**src/hw/cdc_pkg.sv**
```systemverilog
// Package with register map, field layout, reset values and filter lengths for the comparator block
package cdc_pkg;

  // ************************************************************
  // Register byte addresses
  // ************************************************************
  localparam logic [3:0] CDC_AMP_TRIM_OFS = 4'h0;
  localparam logic [3:0] CDC_CMP_A_CTRL_OFS = 4'h4;
  localparam logic [3:0] CDC_CMP_B_CTRL_OFS = 4'h8;
  localparam logic [3:0] CDC_CMP_POL_OFS = 4'hc;

  // ************************************************************
  // Amplifier offset register fields
  // ************************************************************
  localparam int CDC_AMP_MODE_BIT = 7;
  localparam int CDC_AMP_REF_BIT = 6;
  localparam int CDC_AMP_TRIM_LSB = 0;
  localparam int CDC_AMP_TRIM_W = 6;
  localparam logic [7:0] CDC_AMP_RESET = 8'h20;

  // ************************************************************
  // Comparator control register fields
  // ************************************************************
  localparam int CDC_CMP_RAW_BIT = 7;
  localparam int CDC_CMP_ON_BIT = 6;
  localparam int CDC_CMP_FILT_BIT = 5;
  localparam int CDC_CMP_LEN_LSB = 2;
  localparam int CDC_CMP_BIAS_LSB = 0;
  localparam logic [7:0] CDC_CMP_RESET = 8'h00;

  // Polarity register: one invert bit per comparator
  localparam int CDC_POL_A_BIT = 0;
  localparam int CDC_POL_B_BIT = 1;
  localparam logic [1:0] CDC_POL_RESET = 2'h0;

  // ************************************************************
  // Filter lengths in system clocks (extra samples beyond current)
  // ************************************************************
  localparam int CDC_CNT_W = 7;
  localparam logic [CDC_CNT_W-1:0] CDC_LEN_NONE = 7'h00;
  localparam logic [CDC_CNT_W-1:0] CDC_LEN_SHORT = 7'h1f;
  localparam logic [CDC_CNT_W-1:0] CDC_LEN_MID = 7'h3f;
  localparam logic [CDC_CNT_W-1:0] CDC_LEN_LONG = 7'h7e;

  // AXI responses
  localparam logic [1:0] CDC_RESP_OKAY = 2'h0;
  localparam logic [1:0] CDC_RESP_SLVERR = 2'h2;

  // Filter length select to number of previous samples
  function automatic logic [CDC_CNT_W-1:0] cdc_filter_len(input logic [1:0] sel);
    case (sel)
      2'h1: cdc_filter_len = CDC_LEN_SHORT;
      2'h2: cdc_filter_len = CDC_LEN_MID;
      2'h3: cdc_filter_len = CDC_LEN_LONG;
      default: cdc_filter_len = CDC_LEN_NONE;
    endcase
  endfunction : cdc_filter_len

endpackage : cdc_pkg

```
**src/hw/cdc_comparator_debounce_ctrl.sv**
```systemverilog
// Comparator and amplifier trim control block with AXI4-Lite register access
//
// The AXI4-Lite interface to the registers and the register offsets are this design's own decisions.
`timescale 1ns/1ps
module cdc_comparator_debounce_ctrl
  import cdc_pkg::*;
(
  // Clock and reset
  input wire logic clk,
  input wire logic rst,
  // AXI4-Lite write address
  input wire logic s_axi_awvalid,
  output logic s_axi_awready,
  input wire logic [31:0] s_axi_awaddr,
  // AXI4-Lite write data
  input wire logic s_axi_wvalid,
  output logic s_axi_wready,
  input wire logic [31:0] s_axi_wdata,
  input wire logic [3:0] s_axi_wstrb,
  // AXI4-Lite write response
  output logic s_axi_bvalid,
  input wire logic s_axi_bready,
  output logic [1:0] s_axi_bresp,
  // AXI4-Lite read address
  input wire logic s_axi_arvalid,
  output logic s_axi_arready,
  input wire logic [31:0] s_axi_araddr,
  // AXI4-Lite read data
  output logic s_axi_rvalid,
  input wire logic s_axi_rready,
  output logic [31:0] s_axi_rdata,
  output logic [1:0] s_axi_rresp,
  // Analog comparator decisions, high when positive input exceeds negative
  input wire logic cmp_a_pos_above,
  input wire logic cmp_b_pos_above,
  // Comparator controls to the analog front end
  output logic cmp_a_on,
  output logic cmp_b_on,
  output logic [1:0] cmp_a_bias_sel,
  output logic [1:0] cmp_b_bias_sel,
  output logic cmp_a_invert,
  output logic cmp_b_invert,
  // Comparator results
  output logic cmp_a_raw_out,
  output logic cmp_b_raw_out,
  output logic cmp_a_filtered_out,
  output logic cmp_b_filtered_out,
  // Amplifier offset calibration controls
  output logic amp_cal_mode,
  output logic amp_cal_ref_sel,
  output logic [5:0] amp_trim_value
);

  // ************************************************************
  // Register state
  // ************************************************************
  logic amp_mode_r;
  logic amp_ref_r;
  logic [CDC_AMP_TRIM_W-1:0] amp_trim_r;
  logic [1:0] cmp_on_r;
  logic [1:0] cmp_inv_r;
  logic [1:0] cmp_len_r [2];
  logic [1:0] cmp_bias_r [2];
  logic [1:0] cmp_raw_r;
  logic [1:0] cmp_filt;
  logic [1:0] cmp_in;

  assign cmp_in = {cmp_b_pos_above, cmp_a_pos_above};

  // ************************************************************
  // Bus slave state
  // ************************************************************
  logic aw_held_r;
  logic w_held_r;
  logic [3:0] aw_addr_r;
  logic [7:0] w_data_r;
  logic w_lane_r;
  logic do_write;
  logic [7:0] rd_byte;
  logic rd_hit;
  logic wr_hit;

  // Decode a word address to a mapped register; used by both read and write paths
  function automatic logic cdc_mapped(input logic [31:0] addr);
    logic [3:0] low;
    low = addr[3:0];
    cdc_mapped = (addr[31:4] == 28'h0000000) &&
                 (low == CDC_AMP_TRIM_OFS || low == CDC_CMP_A_CTRL_OFS ||
                  low == CDC_CMP_B_CTRL_OFS || low == CDC_CMP_POL_OFS);
  endfunction : cdc_mapped

  logic aw_addr_ok_r;

  // ************************************************************
  // Write address and data capture, in either order
  // ************************************************************
  always_ff @(posedge clk or posedge rst) begin
    if (rst) begin
      aw_held_r <= 1'b0;
      aw_addr_r <= 4'h0;
      aw_addr_ok_r <= 1'b0;
    end else if (s_axi_awvalid && s_axi_awready) begin
      aw_held_r <= 1'b1;
      aw_addr_r <= s_axi_awaddr[3:0];
      aw_addr_ok_r <= cdc_mapped(s_axi_awaddr);
    end else if (do_write) begin
      aw_held_r <= 1'b0;
    end
  end

  always_ff @(posedge clk or posedge rst) begin
    if (rst) begin
      w_held_r <= 1'b0;
      w_data_r <= 8'h00;
      w_lane_r <= 1'b0;
    end else if (s_axi_wvalid && s_axi_wready) begin
      w_held_r <= 1'b1;
      w_data_r <= s_axi_wdata[7:0];
      w_lane_r <= s_axi_wstrb[0];
    end else if (do_write) begin
      w_held_r <= 1'b0;
    end
  end

  // Ready is registered so the outputs stay flip-flop driven
  always_ff @(posedge clk or posedge rst) begin
    if (rst) begin
      s_axi_awready <= 1'b0;
      s_axi_wready <= 1'b0;
    end else begin
      s_axi_awready <= !aw_held_r && !(s_axi_awvalid && s_axi_awready) && !s_axi_bvalid;
      s_axi_wready <= !w_held_r && !(s_axi_wvalid && s_axi_wready) && !s_axi_bvalid;
    end
  end

  assign do_write = aw_held_r && w_held_r && !s_axi_bvalid;
  assign wr_hit = do_write && aw_addr_ok_r && w_lane_r;

  always_ff @(posedge clk or posedge rst) begin
    if (rst) begin
      s_axi_bvalid <= 1'b0;
      s_axi_bresp <= CDC_RESP_OKAY;
    end else if (do_write) begin
      s_axi_bvalid <= 1'b1;
      s_axi_bresp <= aw_addr_ok_r ? CDC_RESP_OKAY : CDC_RESP_SLVERR;
    end else if (s_axi_bready) begin
      s_axi_bvalid <= 1'b0;
    end
  end

  // ************************************************************
  // Amplifier offset register
  // ************************************************************
  always_ff @(posedge clk or posedge rst) begin
    if (rst) begin
      amp_mode_r <= CDC_AMP_RESET[CDC_AMP_MODE_BIT];
      amp_ref_r <= CDC_AMP_RESET[CDC_AMP_REF_BIT];
      amp_trim_r <= CDC_AMP_RESET[CDC_AMP_TRIM_LSB +: CDC_AMP_TRIM_W];
    end else if (wr_hit && aw_addr_r == CDC_AMP_TRIM_OFS) begin
      amp_mode_r <= w_data_r[CDC_AMP_MODE_BIT];
      amp_ref_r <= w_data_r[CDC_AMP_REF_BIT];
      amp_trim_r <= w_data_r[CDC_AMP_TRIM_LSB +: CDC_AMP_TRIM_W];
    end
  end

  // ************************************************************
  // Polarity register
  // ************************************************************
  always_ff @(posedge clk or posedge rst) begin
    if (rst) begin
      cmp_inv_r <= CDC_POL_RESET;
    end else if (wr_hit && aw_addr_r == CDC_CMP_POL_OFS) begin
      cmp_inv_r <= {w_data_r[CDC_POL_B_BIT], w_data_r[CDC_POL_A_BIT]};
    end
  end

  // ************************************************************
  // Per-comparator control, input sync, raw output and filter
  // ************************************************************
  genvar gi;
  generate
    for (gi = 0; gi < 2; gi++) begin : g_cmp
      localparam logic [3:0] CTRL_OFS = (gi == 0) ? CDC_CMP_A_CTRL_OFS : CDC_CMP_B_CTRL_OFS;
      logic [2:0] sync_r;
      logic stable_r;

      // Writable fields only; read-only and unimplemented bits are never stored
      always_ff @(posedge clk or posedge rst) begin
        if (rst) begin
          cmp_on_r[gi] <= CDC_CMP_RESET[CDC_CMP_ON_BIT];
          cmp_len_r[gi] <= CDC_CMP_RESET[CDC_CMP_LEN_LSB +: 2];
          cmp_bias_r[gi] <= CDC_CMP_RESET[CDC_CMP_BIAS_LSB +: 2];
        end else if (wr_hit && aw_addr_r == CTRL_OFS) begin
          cmp_on_r[gi] <= w_data_r[CDC_CMP_ON_BIT];
          cmp_len_r[gi] <= w_data_r[CDC_CMP_LEN_LSB +: 2];
          cmp_bias_r[gi] <= w_data_r[CDC_CMP_BIAS_LSB +: 2];
        end
      end

      // Analog decision is asynchronous; a change counts once stages two and three agree
      always_ff @(posedge clk or posedge rst) begin
        if (rst) begin
          sync_r <= 3'h0;
          stable_r <= 1'b0;
        end else begin
          sync_r <= {sync_r[1:0], cmp_in[gi]};
          if (sync_r[1] == sync_r[2]) begin
            stable_r <= sync_r[2];
          end
        end
      end

      // Off comparator reads low before inversion, so it shows the polarity value
      always_ff @(posedge clk or posedge rst) begin
        if (rst) begin
          cmp_raw_r[gi] <= 1'b0;
        end else begin
          cmp_raw_r[gi] <= (cmp_on_r[gi] & stable_r) ^ cmp_inv_r[gi];
        end
      end

      cdc_debounce u_debounce (
        .clk(clk),
        .rst(rst),
        .raw(cmp_raw_r[gi]),
        .len_sel(cmp_len_r[gi]),
        .filt(cmp_filt[gi])
      );
    end
  endgenerate

  // ************************************************************
  // Read path
  // ************************************************************
  function automatic logic [7:0] cdc_ctrl_byte(input logic raw, input logic on, input logic filt,
                                               input logic [1:0] len, input logic [1:0] bias);
    cdc_ctrl_byte = {raw, on, filt, 1'b0, len, bias};
  endfunction : cdc_ctrl_byte

  always_comb begin
    rd_byte = 8'h00;
    case (s_axi_araddr[3:0])
      CDC_AMP_TRIM_OFS: rd_byte = {amp_mode_r, amp_ref_r, amp_trim_r};
      CDC_CMP_A_CTRL_OFS: rd_byte = cdc_ctrl_byte(cmp_raw_r[0], cmp_on_r[0], cmp_filt[0],
                                                  cmp_len_r[0], cmp_bias_r[0]);
      CDC_CMP_B_CTRL_OFS: rd_byte = cdc_ctrl_byte(cmp_raw_r[1], cmp_on_r[1], cmp_filt[1],
                                                  cmp_len_r[1], cmp_bias_r[1]);
      CDC_CMP_POL_OFS: rd_byte = {6'h00, cmp_inv_r};
      default: rd_byte = 8'h00;
    endcase
  end

  assign rd_hit = cdc_mapped(s_axi_araddr);

  // One read at a time; a new address is taken only once the last data is gone
  always_ff @(posedge clk or posedge rst) begin
    if (rst) begin
      s_axi_arready <= 1'b0;
    end else begin
      s_axi_arready <= !s_axi_rvalid && !(s_axi_arvalid && s_axi_arready);
    end
  end

  always_ff @(posedge clk or posedge rst) begin
    if (rst) begin
      s_axi_rvalid <= 1'b0;
      s_axi_rdata <= 32'h00000000;
      s_axi_rresp <= CDC_RESP_OKAY;
    end else if (s_axi_arvalid && s_axi_arready) begin
      s_axi_rvalid <= 1'b1;
      s_axi_rdata <= rd_hit ? {24'h000000, rd_byte} : 32'h00000000;
      s_axi_rresp <= rd_hit ? CDC_RESP_OKAY : CDC_RESP_SLVERR;
    end else if (s_axi_rready) begin
      s_axi_rvalid <= 1'b0;
    end
  end

  // ************************************************************
  // Output mirrors of internal flip-flops
  // ************************************************************
  assign cmp_a_on = cmp_on_r[0];
  assign cmp_b_on = cmp_on_r[1];
  assign cmp_a_bias_sel = cmp_bias_r[0];
  assign cmp_b_bias_sel = cmp_bias_r[1];
  assign cmp_a_invert = cmp_inv_r[0];
  assign cmp_b_invert = cmp_inv_r[1];
  assign cmp_a_raw_out = cmp_raw_r[0];
  assign cmp_b_raw_out = cmp_raw_r[1];
  assign cmp_a_filtered_out = cmp_filt[0];
  assign cmp_b_filtered_out = cmp_filt[1];
  assign amp_cal_mode = amp_mode_r;
  assign amp_cal_ref_sel = amp_ref_r;
  assign amp_trim_value = amp_trim_r;

endmodule : cdc_comparator_debounce_ctrl

```
**src/hw/cdc_debounce.sv**
```systemverilog
// Debounce filter for one comparator raw output
`timescale 1ns/1ps
module cdc_debounce
  import cdc_pkg::*;
(
  // Clock and reset
  input wire logic clk,
  input wire logic rst,
  // Filter
  input wire logic raw,
  input wire logic [1:0] len_sel,
  output logic filt
);

  // ************************************************************
  // Run-length counter
  // ************************************************************
  logic [CDC_CNT_W-1:0] run_r;
  logic [CDC_CNT_W-1:0] limit;

  assign limit = cdc_filter_len(len_sel);

  // Output changes only after current plus limit previous samples all differ from it
  always_ff @(posedge clk or posedge rst) begin
    if (rst) begin
      run_r <= '0;
      filt <= 1'b0;
    end else if (raw == filt) begin
      run_r <= '0;
    end else if (run_r >= limit) begin
      run_r <= '0;
      filt <= raw;
    end else begin
      run_r <= run_r + 7'h01;
    end
  end

endmodule : cdc_debounce

```
**config.mk**
```make
export PLATFORM = sky130hd
export DESIGN_NAME = cdc_comparator_debounce_ctrl
export DESIGN_NICKNAME = d
export VERILOG_FILES = /design/src/hw/cdc_pkg.sv /design/src/hw/cdc_comparator_debounce_ctrl.sv /design/src/hw/cdc_debounce.sv
export SDC_FILE = /design/constraint.sdc
export NUM_CORES = 1
export LEC_CHECK = 0
export ABC_AREA = 1
export BUFFER_PORTS_ARGS = -buffer_cell sky130_fd_sc_hd__clkbuf_2
export CORE_AREA = 2 2 103 105
export DETAILED_ROUTE_END_ITERATION = 16
export DIE_AREA = 0 0 105 107
export HOLD_SLACK_MARGIN = 0.03
export PLACE_DENSITY = 0.68
export SLEW_MARGIN = 25
export SYNTH_ARGS = -nofsm -noshare
export SYNTH_HDL_FRONTEND = slang
export SYNTH_SLANG_ARGS = --single-unit
```
**constraint.sdc**
```tcl
create_clock -name clk -period 2.93 [get_ports clk]
set_clock_uncertainty 0.2 [all_clocks]
set_input_delay 0.293 -clock clk [delete_from_list [all_inputs] [get_ports clk]]
set_output_delay 0.293 -clock clk [all_outputs]
set_load 0.02 [all_outputs]
```
---- Yosys cells after proc, flatten, opt, wreduce, memory -nomap -nowiden ----
Cells that the tools add are included.
operators by class
  $lt $le $gt $ge ......................... 2
  muxes and demuxes ....................... 17
  add/subtract/negate cells ............... 2
  reductions and logical operators ........ 42
  equality and inequality tests ........... 19
  bitwise operators ....................... 6
operators by type and width
  cell                                                                   number
  28-bit zero test                                                       2
  7-bit one-hot mux with 3 select lines                                  2
  8-bit one-hot mux with 4 select lines                                  1
  7-bit two-way mux                                                      4
  4-bit equality test, second input constant                             6
  1-bit logical AND                                                      18
  7-bit by 1-bit adder with 7-bit output, second input constant          2
  7-bit greater-or-equal comparator                                      2
  4-bit by 3-bit equality test with 1-bit output, second input constant  3
  4-bit zero test                                                        3
  2-bit equality test, second input constant                             4
  8-bit two-way mux                                                      1
  2-bit nonzero test                                                     4
  1-bit zero test                                                        7
  1-bit two-way mux                                                      7
  1-bit logical OR                                                       6
  1-bit equality test                                                    4
  2-bit by 1-bit equality test with 1-bit output, second input constant  2
  2-bit two-way mux                                                      2
  2-bit AND reduction                                                    2
  1-bit bitwise AND                                                      2
  1-bit inverter                                                         2
  1-bit bitwise XOR                                                      2
word-level totals
  input bits .............................. 109
  logic and storage cells ................. 122
  flip-flop bits (word level) ............. 103
  output and inout bits ................... 61

---- Depth between registers and ports, before layout ----
Gate-level depths: netlist of run 1.
  word-level depth ........................ 6
  gate-level depth with buffers ........... 11
  mapped depth without buffers ............ 11

---- Hierarchy ----
A second synthesis of run 1 with hierarchy kept.
second synthesis, totals
  cell total of the unflattened synthesis .. 481
  area, all modules ....................... 4100.2 sq um
by module, submodules not included
  module                               area each (sq um)  seq. area each (sq um)  cells an instance  instances
  cdc_comparator_debounce_ctrl         2894.0             1527.7                  330                1
  cdc_debounce at g_cmp[0].u_debounce  635.6              200.2                   80                 1
  cdc_debounce at g_cmp[1].u_debounce  570.5              200.2                   71                 1

---- Worst setup path after synthesis of run 1 ----
Ideal clock, no wire load.
  path kind ............................... flip-flop to flip-flop
  start ................................... reg cmp_len_r[2] in the netlist's numbering
  end ..................................... reg g_cmp[0].u_debounce.run_r[0]
  cell stages (with the launch flop) ...... 10
  path buffers ............................ 0
  required time ........................... 2.604 ns
  path slack .............................. 1.128 ns
  arrival ................................. 1.476 ns
  library setup time ...................... 0.126 ns
  clock period less this slack ............ 1.802 ns
  path through ............................ dfrtp_1 > inv_1 > ha_1 > nor2_1 > ha_1 > nand2_1 > nor3_1 > nand2_1 > nand4_1 > nor2_1
on the way
  cells in the longest elaborated chain, start to end .. 5
  elaborated cells between the ends (all ways) .. 7
  those cells by class .................... order compare: 1; eq/ne: 3; mux: 3
RTL lines
  what                                                                                          line                                 text
  start, declared                                                                               cdc_comparator_debounce_ctrl.sv:62   logic [1:0] cmp_len_r [2];
  start signal, assigned by index                                                               cdc_comparator_debounce_ctrl.sv:191  cmp_len_r[gi] <= CDC_CMP_RESET[CDC_CMP_LEN_LSB +: 2];
  start signal, assigned by index                                                               cdc_comparator_debounce_ctrl.sv:195  cmp_len_r[gi] <= w_data_r[CDC_CMP_LEN_LSB +: 2];
  2-bit equality test / 2-bit by 1-bit equality test with 1-bit output (equally long branches)  cdc_pkg.sv:51                        case (sel)
  7-bit one-hot mux with 3 select lines (*)                                                     cdc_pkg.sv:51
  7-bit greater-or-equal comparator (*)                                                         cdc_debounce.sv:30                   end else if (run_r >= limit) begin
  7-bit two-way mux (*)                                                                         cdc_debounce.sv:30
  7-bit two-way mux (*)                                                                         cdc_debounce.sv:28                   end else if (raw == filt) begin
  end signal, assigned                                                                          cdc_debounce.sv:34                   run_r <= run_r + 7'h01;
  end, declared                                                                                 cdc_debounce.sv:18                   logic [CDC_CNT_W-1:0] run_r;
Mark *: on every way between the ends. The rest lies on a longest branch, timed or not.
A chain may end at the register's enable or synchronous reset.

---- Worst setup path after layout of run 1 ----
  start ................................... in s_axi_awaddr[7]
  end ..................................... reg aw_addr_ok_r
on the way
  cells in the longest elaborated chain, start to end .. 2
RTL lines
  what                  line                                 text
  start, declared       cdc_comparator_debounce_ctrl.sv:14   input wire logic [31:0] s_axi_awaddr,
  28-bit zero test      cdc_comparator_debounce_ctrl.sv:87   cdc_mapped = (addr[31:4] == 28'h0000000) &&
  1-bit logical AND     cdc_comparator_debounce_ctrl.sv:87
  end signal, assigned  cdc_comparator_debounce_ctrl.sv:105  aw_addr_ok_r <= cdc_mapped(s_axi_awaddr);
  end, declared         cdc_comparator_debounce_ctrl.sv:92   logic aw_addr_ok_r;
Every way passes these cells.

==> key figures, run 1 <==
Layout
  – Layout cells sized above 1: 24.96%
  – Post-Layout Cell Count: 757
  – Area Growth Syn to Fin: 27.85%
  – Post-route cell area: 5049 um^2
  – Nets: 740
  – N_diodes: 0

Clock tree
  – Cts bufs inserted: 9
  – CTS Buffer Depth: 2
  – Clock sink total: 77
  – H-tree Lvls: 3
  – # Post-CTS Setup Buffers: 0
  – Cts repair resizes: 0
  – TritonCTS clock tree: done
  – Clk root buf: clkbuf_8
  – Post-CTS Hold Buffers: 22
  – Clock Pin Slew Worst Setup and Hold Paths: 0.08 ns
  – Clock network latency to the later pin of the worst-skew pair: 0.36 ns

STA
  – Slew @ Worst Pin: 0.5769 ns
  – Achievable frequency: 0.3523 GHz
  – Slew Limit Fails: 0
  – Setup violators final: 0
  – Tmin final: 2.839 ns
  – RSZ-0062 raised after global routing: false
  – Total negative slack: 0 ns
  – Slew HR: 61.45%
  – Final hold vios: 0
  – Final worst path period share: 96.88%

Power
  – Leak pwr: 2.716 nW
  – Peak VDD IR: 0.0002781 V
  – Power per standard cell area: 532.7 nW/um^2

Global routing
  – First-pass GRT wire length: 14840 um
  – All-Layer GR Usage: 16.56%
  – Vias in the first global route: 3297
  – Largest net degree at the start of global routing: 78
  – Grt ovf: 0
  – Initial antenna violation count: 0

Route
  – DR WL/cell: 11.69 um
  – Drt total wl: 8849 um
  – Drt initial violations: 163
  – DRC viols: 0
  – Final ANT Viol Nets: 0
  – Vias per cell: 4.559
  – First-pass DRT Iterations: 4
  – Vias post-DR: 3451

Synthesis
  – Count of flip-flops with a built-in enable after synthesis: 0
  – Synthesized flop and latch total: 77
  – Mean post-synth cell area: 8.420 um^2
  – Distinct cell type count after synthesis: 31
  – Syn Inst Count: 469
  – Main flop type after synthesis: dfrtp_1
  – Seq/Total Area, Yosys: 48.83%
  – Post-Syn Area: 3949 um^2
  – Asr flop ratio synth: 100.0%
  – Yosys warns: 0

Placement
  – Routability cong.: 0.7789
  – Placed instance area: 4603 um^2
  – HPWL after DPL: 6676 um
  – # placed instances: 719
  – Port Buf Inserts: 116

Setup path
  – Worst Setup End Kind: flop
  – R2R Setup Slk: 0.77 ns
  – Reg2Reg Depth: 9
  – Worst Path Arrival: 2.94 ns
  – Critical Path RT: 3.03 ns
  – Worst setup endpoint: aw_addr_ok_r$_DFFE_PP0P_
  – Worst reg2reg endpoint: g_cmp[0].u_debounce.run_r[5]$_DFF_PP0_
  – Crit path from: s_axi_awaddr[7]
  – R2r startpoint: cmp_len_r[2]$_DFFE_PP0P_
  – Max FO, Critical Path: 1
  – Critical path type: input port to flop
  – Crit start category: input port

Floorplanning
  – DIE AREA: 11240 um^2
  – Die Y: 107 um
  – Ports: 170
  – Row cnt: 37
  – Core area: 10090 um^2
  – Chip width: 105 um
  – Initial core utilization: 39.13%

Status
  – Outcome: completed

Job
  – MaxCap Viol Count: 0

Min path
  – HP Start: s_axi_awvalid
  – HP Class: input port to flop
==> report_power, final <==
part	switching, W	total, W	internal [W]	leakage, nW
logic	0.000335	0.000508	0.000173	1.61
registers	0.0000760	0.00128	0.00120	1.00
clock network	0.000400	0.000904	0.000504	0.106
==> cell usage after synthesis (2+ instances only) <==
cell type	number	area share (%)
inv_2	2	0.19
nand4_1	10	1.6
xnor2_1	6	1.3
nor3_2	2	0.51
buf_4	26	4.9
inv_1	47	4.5
o21ai_2	7	1.6
dfrtp_1	76	48
nand2_1	123	12
ha_1	15	4.8
nand3_2	2	0.51
o21ai_0	21	2.7
nor2_1	71	6.7
nor3_4	2	0.82
nor3_1	2	0.25
a21oi_1	14	1.8
nand3_1	21	2.7
maj3_1	2	0.51
xor2_1	8	1.8
==> layout by cell type (no fill, tap or decap), types with 2 or more instances in the layout <==
| cell | count |
|---|---|
| conb_1 | 26 |
| nor3_4 | 2 |
| clkbuf_2 | 116 |
| xnor2_1 | 6 |
| nor3_1 | 2 |
| nand3_1 | 21 |
| ha_1 | 15 |
| dlygate4sd3_1 | 22 |
| nor3_2 | 2 |
| maj3_1 | 2 |
| inv_2 | 3 |
| inv_1 | 46 |
| a21oi_1 | 14 |
| dfrtp_1 | 76 |
| nand2_1 | 123 |
| nand3_2 | 2 |
| nor2_1 | 71 |
| bufinv_16 | 2 |
| clkbuf_8 | 10 |
| o21ai_2 | 7 |
| nand4_1 | 10 |
| o21ai_0 | 21 |
| xor2_1 | 8 |
| clkinvlp_4 | 2 |
==> layer usage <==
metal,global-route usage [%],vias to the layer above,wire [um]
met5,0,-,0
met4,7.238,0,197
met3,3.830,14,573
met2,28.99,136,4304
met1,19.44,1573,3774
li1,-,1728,-
==> critical path, cell delays in order <==
cell and delay [ns]:
dlygate4sd3_1 0.53, clkbuf_2 0.10, nor2_1 0.07, dlygate4sd3_1 0.54, nand4_1 0.07, dlygate4sd3_1 0.56, o31ai_1 0.21, dlygate4sd3_1 0.57
==> per-stage QoR <==
stage	util (%)	total power [W]	hold slack, ns	worst slack (ns)
2_1_floorplan	-	0.001646	0.1244	0.4720
3_3_place_gp	45.61	0.001775	0.1348	0.9054
3_5_place_dp	45.61	0.001792	0.1347	0.8279
4_1_cts	50.02	0.002714	0.08052	0.1242
5_1_grt	50.02	0.002846	0.1280	0.008405
6_report	50.02	0.002689	0.08693	0.09136
==> kinds of logic after synthesis <==
group,after synthesis,synth area share (%)
simple gates,237,25.86
compound gates,45,6.591
fa+ha+maj,17,5.260
mux,1,0.2852
xor+xnor,14,3.105
buf+inv,77,9.981
flops,77,48.83
other cells,1,0.09497
==> area by class of cell <==
class,count,area [um^2]
tap,136,170.2
timing repair buffer,139,820.8
clock buffer,11,141.4
clock inverter,5,83.83
multi-input combinational,340,1720
fill,970,5044
inverter,49,183.9
sequential,77,1928
==> worst min-delay path by stage <==
stage | slack (ns) | endpoint | cells past startpoint
final | 0.09 | aw_held_r$_DFFE_PP0P_ | 3
after CTS | 0.08 | aw_held_r$_DFFE_PP0P_ | 3
after global routing | 0.13 | aw_held_r$_DFFE_PP0P_ | 3
after global placement | 0.13 | g_cmp[1].sync_r[1]$_DFF_PP0_ | 0
after detailed placement | 0.13 | g_cmp[1].sync_r[1]$_DFF_PP0_ | 0
after floorplan | 0.12 | g_cmp[0].sync_r[0]$_DFF_PP0_ | 0
==> state kept, by name (all words and copies together) (netlist names), 4 cells and up <==
signal,count
w_data_r,8
g_cmp.sync_r,6
g_cmp.u_debounce.run_r,14
cmp_len_r,4
s_axi_rdata,8
aw_addr_r,4
amp_trim_value,6
No activity file was read; power rests on OpenSTA's default activity.
==> run 2: changes to the inputs <==
==> constraint.sdc (replaced) <==
create_clock -name clk -period 2.77 [get_ports clk]
set_clock_uncertainty 0.2 [all_clocks]
set_input_delay 0.277 -clock clk [delete_from_list [all_inputs] [get_ports clk]]
set_output_delay 0.277 -clock clk [all_outputs]
set_load 0.02 [all_outputs]
==> run 2 against run 1 <==
  * Final cell count grew 0.40%
  * First-iteration DRC count down 3.1%
  * Routed wire length shrank 0.32%
  * Core utilization shrank 0.11 points
  * Count of clock-buffer cells in the layout shrank 1
  * Critical path depth shrank 1
  * Flip-flop and latch count stayed put
  * Critical path type unchanged
  * Setup slack improved by 0.32 ns
  * Largest cell class unchanged
  * Non-clock buffer count is 3 higher
==> key figures, run 2 (synthesis gave the netlist of run 1 again) <==
Status
  – Outcome: completed (unchanged)

Layout
  – Nets: 743 (was 740)
  – Leading cell type in the layout, fill and taps excluded: nand2_1 (unchanged)
  – Largest reg by FF count: g_cmp.u_debounce.run_r (unchanged)
  – Max reg flops: 14 (unchanged)
  – N_diodes: 0 (unchanged)
  – Area Growth Syn to Fin: 27.57% (was 27.85%)
  – Commonest cells after routing, fill and taps aside: nand2_1, clkbuf_2, dfrtp_1 (unchanged)
  – Largest regs: g_cmp.u_debounce.run_r (14), s_axi_rdata (8), w_data_r (8) (unchanged)
  – Layout cells sized above 1: 25.16% (was 24.96%)
  – Post-route cell area: 5037 um^2 (was 5049 um^2)

STA
  – RSZ-0062 raised after global routing: false (unchanged)
  – Final hold vios: 0 (unchanged)
  – Setup violators final: 0 (unchanged)
  – Total negative slack: 0 ns (unchanged)
  – Slew Limit Fails: 0 (unchanged)
  – Slew HR: 59.49% (was 61.45%)
  – Tmin final: 2.363 ns
  – Final worst path period share: 85.29%
  – Slew @ Worst Pin: 0.6068 ns (was 0.5769 ns)
  – Achievable frequency: 0.4233 GHz

Floorplanning
  – Ports: 170 (unchanged)
  – Row cnt: 37 (unchanged)
  – Die Y: 107 um (unchanged)
  – Core area: 10090 um^2 (unchanged)
  – Chip width: 105 um (unchanged)
  – Initial core utilization: 39.13% (unchanged)
  – DIE AREA: 11240 um^2 (unchanged)

Route
  – Vias per cell: 4.524 (was 4.559)
  – Drt total wl: 8821 um (was 8849 um)
  – First-pass DRT Iterations: 4 (unchanged)
  – DR WL/cell: 11.61 um (was 11.69 um)
  – DRC viols: 0 (unchanged)
  – Vias post-DR: 3438 (was 3451)
  – Drt initial violations: 158 (was 163)
  – Final ANT Viol Nets: 0 (unchanged)

Power
  – Peak VDD IR: 0.0002557 V (was 0.0002781 V)
  – Power per standard cell area: 547.0 nW/um^2 (was 532.7 nW/um^2)
  – Sw Ratio: 31.31% (was 30.16%)
  – P_int: 0.001893 W (was 0.001878 W)
  – Comb pwr share: 19.6% (was 18.9%)
  – Leak pwr: 2.717 nW (was 2.716 nW)
  – Overall power: 0.002755 W (was 0.002689 W)
  – Clock group share of total power: 31.2% (was 33.6%)
  – Sw power: 0.0008627 W (was 0.0008110 W)
  – Share of power burned in registers: 49.1% (was 47.5%)

Setup path
  – Worst Path Arrival: 2.42 ns (was 2.94 ns)
  – Max FO, Critical Path: 1 (unchanged)
  – Reg2Reg Depth: 7 (was 9)
  – Crit path top cell by count: dlygate4sd3_1 (unchanged)
  – Critical Path RT: 2.83 ns (was 3.03 ns)
  – Buf+Inv Stages, Crit Path: 4 (was 5)
  – Crit path from: s_axi_awaddr[24] (was s_axi_awaddr[7])
  – R2r startpoint: cmp_len_r[3]$_DFFE_PP0P_ (was cmp_len_r[2]$_DFFE_PP0P_)
  – R2R Setup Slk: 0.67 ns (was 0.77 ns)
  – Cell Chain, Critical Path: dlygate4sd3_1, clkbuf_2, nor2_1, dlygate4sd3_1, nand4_1, dlygate4sd3_1, o31ai_1 (was dlygate4sd3_1, clkbuf_2, nor2_1, dlygate4sd3_1, nand4_1, dlygate4sd3_1, o31ai_1, dlygate4sd3_1)
  – CP max-delay cell: dlygate4sd3_1 (unchanged)
  – Crit start category: input port (unchanged)
  – Worst reg2reg endpoint: g_cmp[0].u_debounce.run_r[0]$_DFF_PP0_ (was g_cmp[0].u_debounce.run_r[5]$_DFF_PP0_)
  – Max incr delay on CP: 0.56 ns (was 0.57 ns)
  – Delay-heaviest family, CP: buffers and inverters (unchanged)
  – Worst Setup End Kind: flop (unchanged)
  – Critical path type: input port to flop (unchanged)

Clock tree
  – TritonCTS clock tree: done (unchanged)
  – # Post-CTS Setup Buffers: 0 (unchanged)
  – Clock network latency to the later pin of the worst-skew pair: 0.36 ns (about the same)
  – Cts bufs inserted: 9 (unchanged)
  – Clock Pin Slew Worst Setup and Hold Paths: 0.08 ns (about the same)
  – Clk root buf: clkbuf_8 (unchanged)
  – Clock sink total: 77 (unchanged)
  – CTS Buffer Depth: 2 (unchanged)
  – H-tree Lvls: 3 (unchanged)

Placement
  – Placed instance area: 4598 um^2 (was 4603 um^2)
  – Routability cong.: 0.7851 (was 0.7789)
  – HPWL after DPL: 6798 um (was 6676 um)
  – Port Buf Inserts: 116 (unchanged)

Global routing
  – Grt ovf: 0 (unchanged)
  – Vias in the first global route: 3438 (was 3297)
  – Largest net degree at the start of global routing: 31 (was 78)
  – All-Layer GR Usage: 16.77% (was 16.56%)
  – First-pass GRT wire length: 15070 um (was 14840 um)
  – Initial antenna violation count: 0 (unchanged)

Min path
  – HP Class: input port to flop (unchanged)
  – HP Start: s_axi_awaddr[11] (was s_axi_awvalid)
  – WHS Path Cells: 6 (was 3)
  – Hold Path End: aw_addr_ok_r$_DFFE_PP0P_ (was aw_held_r$_DFFE_PP0P_)

Job
  – MaxCap Viol Count: 0 (unchanged)
## run 2: tightest hold or removal path, cell delays in order
cell and delay [ns]:
clkbuf_2 0.07, nor2_1 0.03, nand2_1 0.05, nor2_1 0.04, nand2_1 0.07, o31ai_1 0.07
## run 2: per-stage QoR
step | utilization, % | setup WS (ns) | instances | hold slack, ns
6_report | 49.91 | 0.4074 | 760 | 0.08508
5_1_grt | 49.91 | 0.3588 | 760 | 0.07984
4_1_cts | 49.91 | 0.4643 | 760 | 0.04942
3_5_place_dp | 45.56 | 0.6888 | 720 | 0.1363
3_3_place_gp | 45.56 | 0.7691 | 720 | 0.1345
2_1_floorplan | - | 0.3280 | 494 | 0.1084
## run 2: what timing repair did
action | CTS | global route
resized for setup | 0 | 0
hold endpoints to repair | 46 | 0
hold buffers | 24 | 0
setup endpoints to repair | 0 | 0
## run 2: routing by layer
layer,routed length [um],vias to the layer above,global-route usage (%),part of all wire (%)
met2,4347,146,29.45,49
li1,-,1729,-,-
met5,0,-,0,0
met3,607,12,3.343,6.9
met1,3698,1551,20.04,42
met4,167,0,7.143,1.9
## run 2: worst max-delay path by stage
stage / to / slack (ns) / cells past startpoint
after CTS: aw_addr_ok_r$_DFFE_PP0P_ / 0.46 / 7
after global routing: aw_addr_ok_r$_DFFE_PP0P_ / 0.36 / 7
after detailed placement: g_cmp[0].u_debounce.run_r[0]$_DFF_PP0_ / 0.69 / 9
after global placement: g_cmp[0].u_debounce.run_r[5]$_DFF_PP0_ / 0.77 / 9
final: aw_addr_ok_r$_DFFE_PP0P_ / 0.41 / 7
after floorplan: amp_cal_mode$_DFFE_PP0P_ / 0.33 / 1
## run 2: power groups by stage
stage | Clock [W] | Sequential [W] | Combinational, W
after floorplan | 0 | 0.00140 | 0.000337
after global placement | 0 | 0.00137 | 0.000509
after detailed placement | 0 | 0.00138 | 0.000523
after CTS | 0.000886 | 0.00135 | 0.000549
after global routing | 0.000929 | 0.00137 | 0.000616
final | 0.000861 | 0.00135 | 0.000541
## run 2: layout make-up
| class | instances | area (um^2) |
|---|---|---|
| multi-input combinational | 340 | 1720 |
| inverter | 49 | 183.9 |
| timing repair buffer | 142 | 835.8 |
| clock buffer | 10 | 137.6 |
| sequential | 77 | 1928 |
| fill | 938 | 5055 |
| clock inverter | 6 | 61.31 |
| tap | 136 | 170.2 |
==> run 3: changes to the inputs <==
==> constraint.sdc (replaced) <==
create_clock -name clk -period 2.4 [get_ports clk]
set_clock_uncertainty 0.2 [all_clocks]
set_input_delay 0.72 -clock clk [delete_from_list [all_inputs] [get_ports clk]]
set_output_delay 0.72 -clock clk [all_outputs]
set_load 0.02 [all_outputs]
==> run 3 against run 2 <==
  * Die area is the same
  * Register-to-register slack got worse by 0.39 ns
  * Core utilization is 1.9 points lower
  * Largest cell class unchanged
  * Via count shrank 3.7%
  * Non-clock buffer count down 23
  * Sequential power is 16% higher
  * Routed wire length down 2.9%
  * Critical path depth grew 2
  * Count of clock-buffer cells in the layout up 2
  * Flip-flop and latch count did not move
==> key figures, run 3 (synthesis gave the netlist of run 1 again) <==
STA
  – Slew Limit Fails: 0 (unchanged)
  – Final hold vios: 0 (unchanged)
  – Final worst path period share: 88.14%
  – RSZ-0062 raised after global routing: false (unchanged)
  – Tmin final: 2.115 ns
  – Achievable frequency: 0.4728 GHz
  – Setup violators final: 0 (unchanged)
  – Total negative slack: 0 ns (unchanged)

Layout
  – Layout cells sized above 1: 25.96% (was 25.16%)
  – Nets: 720 (was 743)
  – Largest regs: g_cmp.u_debounce.run_r (14), s_axi_rdata (8), w_data_r (8) (unchanged)
  – Post-Layout Cell Count: 737 (was 760)
  – Max reg flops: 14 (unchanged)
  – Area Growth Syn to Fin: 22.59% (was 27.57%)
  – Largest reg by FF count: g_cmp.u_debounce.run_r (unchanged)
  – Commonest cells after routing, fill and taps aside: nand2_1, clkbuf_2, dfrtp_1 (unchanged)
  – Leading cell type in the layout, fill and taps excluded: nand2_1 (unchanged)
  – N_diodes: 0 (unchanged)

Power
  – Leak pwr: 2.633 nW (was 2.717 nW)
  – Peak VDD IR: 0.0003439 V (was 0.0002557 V)
  – Power per standard cell area: 671.2 nW/um^2 (was 547.0 nW/um^2)

Route
  – Drt initial violations: 131 (was 158)
  – Vias post-DR: 3310 (was 3438)
  – Final ANT Viol Nets: 0 (unchanged)
  – First-pass DRT Iterations: 5 (was 4)
  – Drt total wl: 8568 um (was 8821 um)
  – Uppermost layer routed: met4 (unchanged)
  – Vias per cell: 4.491 (was 4.524)
  – Met2 wire len: 4067 um (was 4347 um)
  – WL met3: 626 um (was 607 um)
  – DR WL/cell: 11.63 um (was 11.61 um)
  – DRC viols: 0 (unchanged)
  – WL met1: 3647 um (was 3698 um)

Global routing
  – First-pass GRT wire length: 14230 um (was 15070 um)
  – Initial antenna violation count: 0 (unchanged)
  – All-Layer GR Usage: 15.91% (was 16.77%)
  – Vias in the first global route: 3233 (was 3438)
  – Largest net degree at the start of global routing: 50 (was 31)
  – Grt ovf: 0 (unchanged)

Setup path
  – Worst Setup End Kind: flop (unchanged)
  – Max FO, Critical Path: 7 (was 1)
  – Critical Path RT: 2.42 ns (was 2.83 ns)
  – Critical path type: flop to flop (was input port to flop)
  – Worst Path Arrival: 2.14 ns (was 2.42 ns)
  – Crit start category: flop (was input port)

Min path
  – HP Class: flop to flop (was input port to flop)

Floorplanning
  – Chip width: 105 um (unchanged)
  – Core area: 10090 um^2 (unchanged)
  – Die Y: 107 um (unchanged)
  – Ports: 170 (unchanged)
  – Initial core utilization: 39.13% (unchanged)
  – DIE AREA: 11240 um^2 (unchanged)
  – Row cnt: 37 (unchanged)

Placement
  – # placed instances: 721 (was 720)
  – Port Buf Inserts: 116 (unchanged)
  – Routability cong.: 0.8111 (was 0.7851)
  – HPWL after DPL: 6785 um (was 6798 um)

Clock tree
  – Clock network latency to the later pin of the worst-skew pair: 0.35 ns (was 0.36 ns)
  – TritonCTS clock tree: done (unchanged)
  – H-tree Lvls: 3 (unchanged)
  – # Post-CTS Setup Buffers: 0 (unchanged)
  – Cts repair resizes: 0 (unchanged)
  – Post-CTS Hold Buffers: 0 (was 24)
  – Clock Pin Slew Worst Setup and Hold Paths: 0.08 ns (about the same)
  – Clock sink total: 77 (unchanged)
  – Cts bufs inserted: 9 (unchanged)
  – Clk root buf: clkbuf_8 (unchanged)
  – CTS Buffer Depth: 2 (unchanged)

Status
  – Outcome: completed (unchanged)

Job
  – MaxCap Viol Count: 0 (unchanged)
## run 3: cell types whose count changed in the layout (fill, tap and decap cells not counted), sizes merged
cell / change
clkinv: -1
buf: +1
dlygate4sd3: -24
inv: -2
bufinv: +1
clkbuf: +2
## run 3: per-layer routing
layer / vias to the layer above / global-route usage (%)
met5: - / 0
met4: 0 / 7.143
met3: 20 / 4.620
met2: 135 / 27.37
met1: 1466 / 18.42
li1: 1689 / -
## run 3: area by class of cell
| class | count | area [um^2] |
|---|---|---|
| Clock inverter | 4 | 73.82 |
| Tap cell | 136 | 170.2 |
| Clock buffer | 12 | 145.1 |
| Timing Repair Buffer | 119 | 615.6 |
| Sequential cell | 77 | 1928 |
| Inverter | 49 | 187.7 |
| Fill cell | 979 | 5251 |
| Multi-Input combinational cell | 340 | 1720 |
## run 3: path summary, 6_finish.rpt
check	depth (start not counted)	to	start	slack, ns
max in group asynchronous	3	g_cmp[0].u_debounce.run_r[4]$_DFF_PP0_	rst	1.46
setup / recovery	9	g_cmp[0].u_debounce.run_r[0]$_DFF_PP0_	cmp_len_r[2]$_DFFE_PP0P_	0.28
hold / removal	0	g_cmp[0].sync_r[1]$_DFF_PP0_	g_cmp[0].sync_r[0]$_DFF_PP0_	0.15
hold reg to reg	0	g_cmp[0].sync_r[1]$_DFF_PP0_	g_cmp[0].sync_r[0]$_DFF_PP0_	0.15
min in group asynchronous	3	cmp_len_r[2]$_DFFE_PP0P_	rst	0.22
setup reg to reg	9	g_cmp[0].u_debounce.run_r[0]$_DFF_PP0_	cmp_len_r[2]$_DFFE_PP0P_	0.28
## run 3: power breakdown
group	leakage [nW]	internal [W]	switching, W
combinational	1.52	0.000196	0.000411
sequential	1.00	0.00147	0.0000916
clock	0.111	0.000615	0.000469
## run 3: metrics by stage
step,setup WS [ns],instance area [um^2],utilization [%],hold slack [ns],total power [W]
finish,0.2847,4841,47.97,0.1501,0.003249
global route,0.08231,4841,47.97,0.1599,0.003427
CTS,0.2796,4841,47.97,0.1521,0.003291
detailed placement,0.2943,4622,45.80,0.1347,0.002207
global placement,0.3686,4622,45.80,0.1348,0.002177
floorplan,0.5979,4046,-,0.1312,0.002010
## run 3: critical path, stage by stage, from the launching register on
cell and delay, ns:
dfrtp_1 0.42, inv_1 0.12, ha_1 0.15, nor2_1 0.05, ha_1 0.29, nand2_1 0.08, nor3_1 0.24, nand2_1 0.12
nand4_1 0.24, nor2_1 0.07
